File: src/pkg/sep_map.svh
// constants of the serial register-memory command port: opcodes, bit counts, timing
// assumes a 100 MHz system clock; included by bare name
`ifndef SEP_MAP_SVH
`define SEP_MAP_SVH

// system clock and serial clock timing
`define SEP_CLK_NS 10
`define SEP_SCK_NS 4000
`define SEP_HALF_CYC ((`SEP_SCK_NS / 2) / `SEP_CLK_NS)
`define SEP_PROG_MS 10
`define SEP_PROG_CYC ((`SEP_PROG_MS * 1000000) / `SEP_CLK_NS)

// frame sizes
`define SEP_CMD_BITS 9
`define SEP_DATA_BITS 16
`define SEP_READ_OUT_BITS 17
`define SEP_ADDR_BITS 4

// opcode nibble after the start bit, then address or sub-code nibble
`define SEP_OPC_READ 4'h0
`define SEP_OPC_WRITE 4'h8
`define SEP_OPC_ERASE 4'h4
`define SEP_OPC_SPECIAL 4'hC
`define SEP_PROGRAM_ENABLE_CMD 4'h1
`define SEP_PROGRAM_DISABLE_CMD 4'h2
`define SEP_PROGRAM_ALL_CMD 4'h4
`define SEP_CLEAR_ALL_CMD 4'h5

// cell value after erase
`define SEP_ERASED 16'hFFFF

`endif

File: src/pkg/sep_pkg.sv
// types shared by both program_disable_cmd_alias of the serial register-memory command port
// constants live in sep_map.svh
package sep_pkg;

  // commands the host end accepts from its user
  typedef enum logic [2:0] {
    SEP_CMD_READ,
    SEP_CMD_WRITE,
    SEP_CMD_ERASE,
    SEP_CMD_CLEAR_ALL,
    SEP_CMD_PROGRAM_ALL,
    SEP_CMD_PROG_EN,
    SEP_CMD_PROG_DIS
  } sep_cmd_e;

  // programming operation armed in the device, run while select is low
  typedef enum logic [2:0] {
    SEP_OP_NONE,
    SEP_OP_WRITE,
    SEP_OP_ERASE,
    SEP_OP_WRITE_ALL,
    SEP_OP_ERASE_ALL
  } sep_op_e;

  typedef logic [15:0] sep_word_t;

endpackage

File: src/pkg/sep_if.sv
// serial lines between host end and device end
// all lines are levels sampled on the shared system clock
`timescale 1ns/100ps
`default_nettype none

interface sep_if;
  logic cs;
  logic serial_clock;
  logic serial_in;
  logic serial_in_oe;
  logic dout;
  logic dout_oe;

  modport dev (input cs, serial_clock, serial_in, serial_in_oe, output dout, dout_oe);
  modport host (output cs, serial_clock, serial_in, serial_in_oe, input dout, dout_oe);
endinterface

`default_nettype wire

File: src/sep_fifo.sv
// parameterised valid/ready fifo
// single clock, async active-low reset
`timescale 1ns/100ps
`default_nettype none

module sep_fifo #(
  parameter int WIDTH = 16,
  parameter int DEPTH = 16
) (
  // clock and reset
  input wire logic i_clk,
  input wire logic i_nrst,
  // fill side
  input wire logic i_valid,
  output logic o_ready,
  input wire logic [WIDTH-1:0] i_data,
  // drain side
  output logic o_valid,
  input wire logic i_ready,
  output logic [WIDTH-1:0] o_data
);
  localparam int AW = $clog2(DEPTH);
  logic [WIDTH-1:0] mem [DEPTH];
  logic [AW-1:0] wr_ptr, rd_ptr, next_wr_ptr, next_rd_ptr;
  logic [AW:0] count, next_count;
  logic push, pop;

  ////////////////////////////////////////////////////////////////
  // handshakes from honest occupancy
  assign o_ready = (count != (AW+1)'(DEPTH));
  assign o_valid = (count != '0);
  assign o_data = mem[rd_ptr];
  assign push = i_valid && o_ready;
  assign pop = o_valid && i_ready;

  // pointer wrap works for any depth, not only powers of two
  always_comb
  begin
    next_wr_ptr = wr_ptr;
    next_rd_ptr = rd_ptr;
    if (push)
      next_wr_ptr = (wr_ptr == AW'(DEPTH - 1)) ? '0 : wr_ptr + AW'(1);
    if (pop)
      next_rd_ptr = (rd_ptr == AW'(DEPTH - 1)) ? '0 : rd_ptr + AW'(1);
    next_count = count + (AW+1)'(push) - (AW+1)'(pop);
  end

  always_ff @(posedge i_clk or negedge i_nrst)
  begin
    if (!i_nrst)
    begin
      wr_ptr <= '0;
      rd_ptr <= '0;
      count <= '0;
    end
    else
    begin
      wr_ptr <= next_wr_ptr;
      rd_ptr <= next_rd_ptr;
      count <= next_count;
    end
  end

  // storage needs no reset
  always_ff @(posedge i_clk)
  begin
    if (push)
      mem[wr_ptr] <= i_data;
  end
endmodule

`default_nettype wire

File: src/sep_host.sv
// host end: turns user commands into serial frames, returns read words through a fifo
// assumes the device end on the same i_clk; serial clock made here by a divider
`timescale 1ns/100ps
`default_nettype none
`include "sep_map.svh"

module sep_host #(
  parameter int PROG_CYC = `SEP_PROG_CYC,
  parameter int FIFO_DEPTH = 16
) (
  // clock and reset
  input wire logic i_clk,
  input wire logic i_nrst,
  // command request
  input wire logic i_cmd_valid,
  output logic o_cmd_ready,
  input wire sep_pkg::sep_cmd_e i_cmd,
  input wire logic [3:0] i_addr,
  input wire sep_pkg::sep_word_t i_wdata,
  output logic o_cmd_refused,
  // read data
  output logic o_rd_valid,
  input wire logic i_rd_ready,
  output sep_pkg::sep_word_t o_rd_data,
  // serial lines
  sep_if.host link
);
  import sep_pkg::*;

  typedef enum logic [2:0] {
    HS_IDLE,
    HS_SEL,
    HS_SHIFT,
    HS_RDIN,
    HS_DESEL
  } sep_host_state_e;

  localparam int HALF = `SEP_HALF_CYC;
  localparam int LOW_READ = 2 * HALF;
  localparam int LW = $clog2(PROG_CYC + LOW_READ + 1);

  sep_host_state_e state, next_state;
  logic [24:0] tx, next_tx;
  logic [4:0] cnt, next_cnt, nbits, next_nbits;
  sep_word_t rx, next_rx;
  logic cs, next_cs, sck, next_sck, si, next_si, si_oe, next_si_oe;
  logic is_rd, next_is_rd, is_prog, next_is_prog, refused, next_refused;
  logic [LW-1:0] low_cnt, next_low_cnt;
  logic [$clog2(HALF)-1:0] div, next_div;
  logic tick, push, fifo_ready;
  logic [8:0] frame;

  ////////////////////////////////////////////////////////////////
  // half-period enable: 50% duty at 250 kHz
  assign tick = (div == '0);
  always_comb
  begin
    next_div = tick ? ($clog2(HALF))'(HALF - 1) : div - 1'b1;
  end

  // frame for the request: start bit, opcode nibble, address or sub-code
  always_comb
  begin
    frame = {1'b1, `SEP_OPC_READ, i_addr};
    unique case (i_cmd)
      SEP_CMD_READ: frame = {1'b1, `SEP_OPC_READ, i_addr};
      SEP_CMD_WRITE: frame = {1'b1, `SEP_OPC_WRITE, i_addr};
      SEP_CMD_ERASE: frame = {1'b1, `SEP_OPC_ERASE, i_addr};
      SEP_CMD_CLEAR_ALL: frame = {1'b1, `SEP_OPC_SPECIAL, `SEP_CLEAR_ALL_CMD};
      SEP_CMD_PROGRAM_ALL: frame = {1'b1, `SEP_OPC_SPECIAL, `SEP_PROGRAM_ALL_CMD};
      SEP_CMD_PROG_EN: frame = {1'b1, `SEP_OPC_SPECIAL, `SEP_PROGRAM_ENABLE_CMD};
      SEP_CMD_PROG_DIS: frame = {1'b1, `SEP_OPC_SPECIAL, `SEP_PROGRAM_DISABLE_CMD};
      default: frame = {1'b1, `SEP_OPC_READ, i_addr};
    endcase
  end

  // a read is only started when its word is sure to fit in the fifo
  assign o_cmd_ready = (state == HS_IDLE) && fifo_ready;

  ////////////////////////////////////////////////////////////////
  // frame sequencer
  always_comb
  begin
    next_state = state;
    next_tx = tx;
    next_cnt = cnt;
    next_nbits = nbits;
    next_rx = rx;
    next_cs = cs;
    next_sck = sck;
    next_si = si;
    next_si_oe = si_oe;
    next_is_rd = is_rd;
    next_is_prog = is_prog;
    next_low_cnt = low_cnt;
    next_refused = 1'b0;
    push = 1'b0;
    unique case (state)
      HS_IDLE:
      begin
        if (i_cmd_valid && o_cmd_ready)
        begin
          if (i_cmd == SEP_CMD_PROGRAM_ALL)
            next_refused = 1'b1;
          else
          begin
            next_tx = {frame, i_wdata};
            next_nbits = (i_cmd == SEP_CMD_WRITE) ? 5'(`SEP_CMD_BITS + `SEP_DATA_BITS) : 5'(`SEP_CMD_BITS);
            next_is_rd = (i_cmd == SEP_CMD_READ);
            next_is_prog = (i_cmd == SEP_CMD_WRITE) || (i_cmd == SEP_CMD_ERASE) || (i_cmd == SEP_CMD_CLEAR_ALL);
            next_cs = 1'b1;
            next_si = 1'b0;
            next_si_oe = 1'b1;
            next_cnt = '0;
            next_state = HS_SEL;
          end
        end
      end
      HS_SEL:
      begin
        // line low first, so the start bit is a zero-to-one step
        if (tick)
        begin
          next_si = tx[24];
          next_tx = {tx[23:0], 1'b0};
          next_state = HS_SHIFT;
        end
      end
      HS_SHIFT:
      begin
        if (tick && !sck)
        begin
          next_sck = 1'b1;
          next_cnt = cnt + 5'd1;
          // a read hands the line over at its last rise, before the device answers
          if (is_rd && cnt == nbits - 5'd1)
            next_si_oe = 1'b0;
        end
        else if (tick)
        begin
          next_sck = 1'b0;
          if (cnt == nbits)
          begin
            next_si = 1'b0;
            next_si_oe = 1'b0;
            next_cnt = '0;
            next_state = is_rd ? HS_RDIN : HS_DESEL;
          end
          else
          begin
            next_si = tx[24];
            next_tx = {tx[23:0], 1'b0};
          end
        end
      end
      HS_RDIN:
      begin
        if (tick && !sck)
        begin
          next_sck = 1'b1;
          next_rx = {rx[14:0], link.dout};
          next_cnt = cnt + 5'd1;
        end
        else if (tick && cnt == 5'(`SEP_READ_OUT_BITS))
        begin
          next_sck = 1'b0;
          push = 1'b1;
          next_state = HS_DESEL;
        end
        else if (tick)
          next_sck = 1'b0;
      end
      HS_DESEL:
      begin
        // clock held low while deselected
        next_cs = 1'b0;
        next_low_cnt = low_cnt + LW'(1);
        if (low_cnt == (is_prog ? LW'(PROG_CYC - 1) : LW'(LOW_READ - 1)))
        begin
          next_low_cnt = '0;
          next_state = HS_IDLE;
        end
      end
      default:
        next_state = HS_IDLE;
    endcase
  end

  always_ff @(posedge i_clk or negedge i_nrst)
  begin
    if (!i_nrst)
    begin
      state <= HS_IDLE;
      tx <= '0;
      cnt <= '0;
      nbits <= '0;
      rx <= '0;
      cs <= 1'b0;
      sck <= 1'b0;
      si <= 1'b0;
      si_oe <= 1'b0;
      is_rd <= 1'b0;
      is_prog <= 1'b0;
      low_cnt <= '0;
      refused <= 1'b0;
      div <= '0;
    end
    else
    begin
      state <= next_state;
      tx <= next_tx;
      cnt <= next_cnt;
      nbits <= next_nbits;
      rx <= next_rx;
      cs <= next_cs;
      sck <= next_sck;
      si <= next_si;
      si_oe <= next_si_oe;
      is_rd <= next_is_rd;
      is_prog <= next_is_prog;
      low_cnt <= next_low_cnt;
      refused <= next_refused;
      div <= next_div;
    end
  end

  ////////////////////////////////////////////////////////////////
  // read words queue for the user; a full queue stalls new commands
  sep_fifo #(
    .WIDTH(16),
    .DEPTH(FIFO_DEPTH)
  ) u_rd_fifo (
    .i_clk(i_clk),
    .i_nrst(i_nrst),
    .i_valid(push),
    .o_ready(fifo_ready),
    .i_data(rx),
    .o_valid(o_rd_valid),
    .i_ready(i_rd_ready),
    .o_data(o_rd_data)
  );

  assign link.cs = cs;
  assign link.serial_clock = sck;
  assign link.serial_in = si;
  assign link.serial_in_oe = si_oe;
  assign o_cmd_refused = refused;
endmodule

`default_nettype wire

File: src/flat_wrapper.sv
// flat-port wrapper written by rule: the top's interface ports become plain ports
module sep_host_flat import sep_pkg::*;
#(
  parameter int PROG_CYC = `SEP_PROG_CYC,
  parameter int FIFO_DEPTH = 16
)
  (i_clk, i_nrst, i_cmd_valid, o_cmd_ready, i_cmd, i_addr, i_wdata, o_cmd_refused, o_rd_valid, i_rd_ready, o_rd_data, link_cs, link_serial_clock, link_serial_in, link_serial_in_oe, link_dout, link_dout_oe);
  sep_if link_i ();
  input wire logic i_clk;
  input wire logic i_nrst;
  input wire logic i_cmd_valid;
  output logic o_cmd_ready;
  input wire sep_pkg::sep_cmd_e i_cmd;
  input wire logic [3:0] i_addr;
  input wire sep_pkg::sep_word_t i_wdata;
  output logic o_cmd_refused;
  output logic o_rd_valid;
  input wire logic i_rd_ready;
  output sep_pkg::sep_word_t o_rd_data;
  output wire logic [$bits(link_i.cs)-1:0] link_cs;
  output wire logic [$bits(link_i.serial_clock)-1:0] link_serial_clock;
  output wire logic [$bits(link_i.serial_in)-1:0] link_serial_in;
  output wire logic [$bits(link_i.serial_in_oe)-1:0] link_serial_in_oe;
  input wire logic [$bits(link_i.dout)-1:0] link_dout;
  input wire logic [$bits(link_i.dout_oe)-1:0] link_dout_oe;
  assign link_cs = link_i.cs;
  assign link_serial_clock = link_i.serial_clock;
  assign link_serial_in = link_i.serial_in;
  assign link_serial_in_oe = link_i.serial_in_oe;
  assign link_i.dout = link_dout;
  assign link_i.dout_oe = link_dout_oe;
  sep_host #(.PROG_CYC(PROG_CYC), .FIFO_DEPTH(FIFO_DEPTH)) u_core (.i_clk(i_clk), .i_nrst(i_nrst), .i_cmd_valid(i_cmd_valid), .o_cmd_ready(o_cmd_ready), .i_cmd(i_cmd), .i_addr(i_addr), .i_wdata(i_wdata), .o_cmd_refused(o_cmd_refused), .o_rd_valid(o_rd_valid), .i_rd_ready(i_rd_ready), .o_rd_data(o_rd_data), .link(link_i));
endmodule
File: config.mk
export PLATFORM = sky130hd
export DESIGN_NAME = sep_host_flat
export DESIGN_NICKNAME = d
export VERILOG_FILES = /design/src/pkg/sep_pkg.sv /design/src/pkg/sep_if.sv /design/src/sep_fifo.sv /design/src/sep_host.sv /design/src/flat_wrapper.sv
export VERILOG_INCLUDE_DIRS = /design/src /design/src/pkg
export SDC_FILE = /design/constraint.sdc
export NUM_CORES = 1
export LEC_CHECK = 0
export ABC_AREA = 1
export ABC_CLOCK_PERIOD_IN_PS = 5350
export BUFFER_PORTS_ARGS = -buffer_cell sky130_fd_sc_hd__buf_2
export CAP_MARGIN = 20
export CORE_UTILIZATION = 48
export DETAILED_ROUTE_END_ITERATION = 6
export GPL_TIMING_DRIVEN = 0
export SYNTH_ARGS = -nofsm -noshare
export SYNTH_HDL_FRONTEND = slang
export SYNTH_HIERARCHICAL = 1
export SYNTH_SLANG_ARGS = --single-unit
File: constraint.sdc
create_clock -name i_clk -period 5.35 [get_ports i_clk]
set_clock_uncertainty 0.1 [all_clocks]
set_input_delay 0.8025 -clock i_clk [delete_from_list [all_inputs] [get_ports i_clk]]
set_output_delay 0.8025 -clock i_clk [all_outputs]
set_load 0.1 [all_outputs]
==> results.toml <==
[drt]
vias_per_cell = 5.01
drc = 0
drt_iter0_markers = 701
wirelength_microns = 37600
wl_per_cell_microns = 16.8
postRouteAntennaNets = 0
dr.pass1.iters = 5
routed-via-count = 11200

[min_path]
hold_class = "in -> async"

[timing]
maxSlewViolCount = 0
slew_headroom = 0.349
worst_pin_slew_ns = 0.976
finalCritPeriodShare = 0.682
hold_viol_final = 0
setup_ws_ns = 1.70
tns_ns = 0
finalCriticalPeriod_ns = 3.65
setup_viol = 0
fmax_mhz = 274
rsz0062_at_grt = "false"

[clock_network]
cts_buffers = 38
cts_root_buffer = "clkbuf_16"
postCtsSetupRepairBufs = 0
clk_latency_ns = 0.52
h-tree-depth = 2
cts_tree = "yes"
cts_resized = 0
path_clk_slew_ns = 0.06
cts_hold_buf = 0
clockBufferDepth = 3
clock_sinks = 355

[floorplan]
die_w_microns = 185
core_sq_mm = 0.0328
initial_core_util = 0.492
die-area_sq_mm = 0.0343
die_y_microns = 185
io_pins = 52
rows = 66

[synth]
synth.distinct_cells = 43
yosysSeqAreaShare = 0.630
yosys_most_used_dff = "edfxtp_1"
synth_area_per_cell_sq_um = 9.66
syn_nets = 1714
synth-seq-cells = 355
netlist_instances = 1669
synth_edf_count = 256
ys.warnings.count = 6
async_reset_ff_frac = 0.279
syn_area_sq_mm = 0.0161

[power]
vdd_drop_max_uv = 880
switching_share = 0.402
power_density_mw_per_mm2 = 473
p_sw_mw = 3.47
p_leak_nw = 8.12
share_comb_of_total_power = 0.361
power.internal_mw = 5.17
seq_power_share = 0.346
clockPowerShare = 0.293
power_mw = 8.64

[worst_setup_path]
r2r_setup_slack_ns = 2.11
cp.required_ns = 4.45
critical-path-slowest-cell = "buf_2"
reg2reg_from = "u_core/div[0]"
worst_setup_path_start_kind = "flip-flop"
r2r_end = "u_core/u_rd_fifo/mem[1][5]"
cpPeakStageDelay_ns = 0.42
cp.depth = 10
crit_fanout = 10
r2r_cells = 10
worst-path-buf-inv = 4
critical_path_class = "reg -> out"
arrival_ns = 2.74
crit_path_start = "u_core/u_rd_fifo/rd_ptr[0]"
cpLargestDelayFamily = "buffers and inverters"
crit_chain = "buf_4, inv_4, buf_2, nand2_1, nand3_1, nand2_1, nor2_1, nand2_1, nand2_1, buf_2"
cp_common_cell = "nand2_1"
cp-endpoint = "o_rd_data[3]"
end_kind = "primary output"

[cells_and_area]
register_area_sq_mm = 0.0102
final_nets = 1814
fill_cells = 2885
areaGrowthSynthToFinish_pct = 13.3
multiInputGateArea_sq_mm = 0.00493
stdcell_count = 2239
mostFrequentLayoutCell = "nand2_1"
final_area_sq_mm = 0.0183
final_cell_mix = "nand2_1, edfxtp_1, inv_1"
layout-drive-gt1-share = 0.117

[placed_design]
place_congestion = 0.868
dp.cells = 2171
portBuffers = 50
place_area_sq_mm = 0.0171
hpwl_microns = 25500
dpl_worst_slack_ns = 2.12

[outcome]
status = "completed"

[global_route]
grt_antenna_before_repair = 0
grt_use_met3 = 0.0289
gr-usage-met1 = 0.303
grt_overflow_total = 0
grt_pass1_wl_microns = 58700
track_usage = 0.228
grt_pass1_vias = 10700
grt_max_degree = 55
top_usage_layer = "met2"
grtUsageMet2 = 0.389

[run]
maxCapViolations = 0
synthesized netlist by cell type (13+ instances only):
cell / count / area share
nand2_1: 565 / 0.13
o21ai_0: 43 / 0.013
nand3_1: 140 / 0.043
mux2_2: 14 / 0.0098
mux2i_1: 15 / 0.0093
buf_2: 27 / 0.0084
dfrtp_1: 99 / 0.15
edfxtp_1: 256 / 0.48
inv_1: 179 / 0.042
nor2_1: 175 / 0.041
a21oi_1: 13 / 0.0040
ha_1: 15 / 0.012
cell families after synthesis:
logic type | count (synthesis) | share of synthesized area
fa+ha+maj | 16 | 0.0129
mux | 29 | 0.0191
compound gates | 82 | 0.0278
buf+inv | 245 | 0.0652
simple gates | 926 | 0.236
xor+xnor | 16 | 0.00869
flops | 355 | 0.630
layer usage:
metal / routed length, microns / vias to the layer above
met5: 0 / -
met4: 946 / 0
li1: - / 5610
met3: 1780 / 46
met1: 16900 / 5294
met2: 18000 / 272
worst min-delay path by stage:
stage | depth (start not counted) | from | slack, ns | to
2_1_floorplan | 1 | u_core/div[0] | 0.31 | u_core/div[0]
3_3_place_gp | 1 | u_core/div[0] | 0.32 | u_core/div[0]
3_5_place_dp | 1 | u_core/div[0] | 0.33 | u_core/div[0]
4_1_cts | 1 | i_nrst | 0.26 | u_core/low_cnt[14]
5_1_grt | 1 | i_nrst | 0.29 | u_core/low_cnt[14]
6_report | 1 | i_nrst | 0.25 | u_core/low_cnt[12]
sequential cells by signal (all words and copies together) (netlist names), 2 cells and up:
register                 count
u_core/low_cnt              20
u_core/cnt                   5
u_core/nbits                 2
u_core/u_rd_fifo/rd_ptr      4
u_core/state                 3
u_core/rx                   16
u_core/div                   8
u_core/u_rd_fifo/count       5
u_core/u_rd_fifo/mem       256
u_core/u_rd_fifo/wr_ptr      4
u_core/tx                   25
area by class of cell:
class | instances | share of cell area
repair buffers | 60 | 0.0203
plain buffers | 59 | 0.0192
well taps | 442 | 0.0303
flip-flops and latches | 355 | 0.556
inverters | 186 | 0.0383
multi-input cells | 1069 | 0.270
clock buffers | 48 | 0.0563
diodes | 1 | 0.000137
clock inverters | 19 | 0.00924
metrics by stage:
step           hold slack (ns)  utilization
6_report                 0.245        0.557
5_1_grt                  0.295        0.557
4_1_cts                  0.265        0.557
3_5_place_dp             0.325        0.521
3_3_place_gp             0.324        0.517
2_1_floorplan            0.309            -
power by group through the flow:
stage / logic, mW / clock network, mW / registers, mW
after global placement: 3.10 / 0 / 3.05
after CTS: 3.13 / 2.59 / 2.99
after global routing: 3.38 / 2.69 / 3.00
final: 3.12 / 2.53 / 2.99
after floorplan: 2.32 / 0 / 3.04
after detailed placement: 3.12 / 0 / 3.05
No activity file was read; power rests on OpenSTA's default activity.
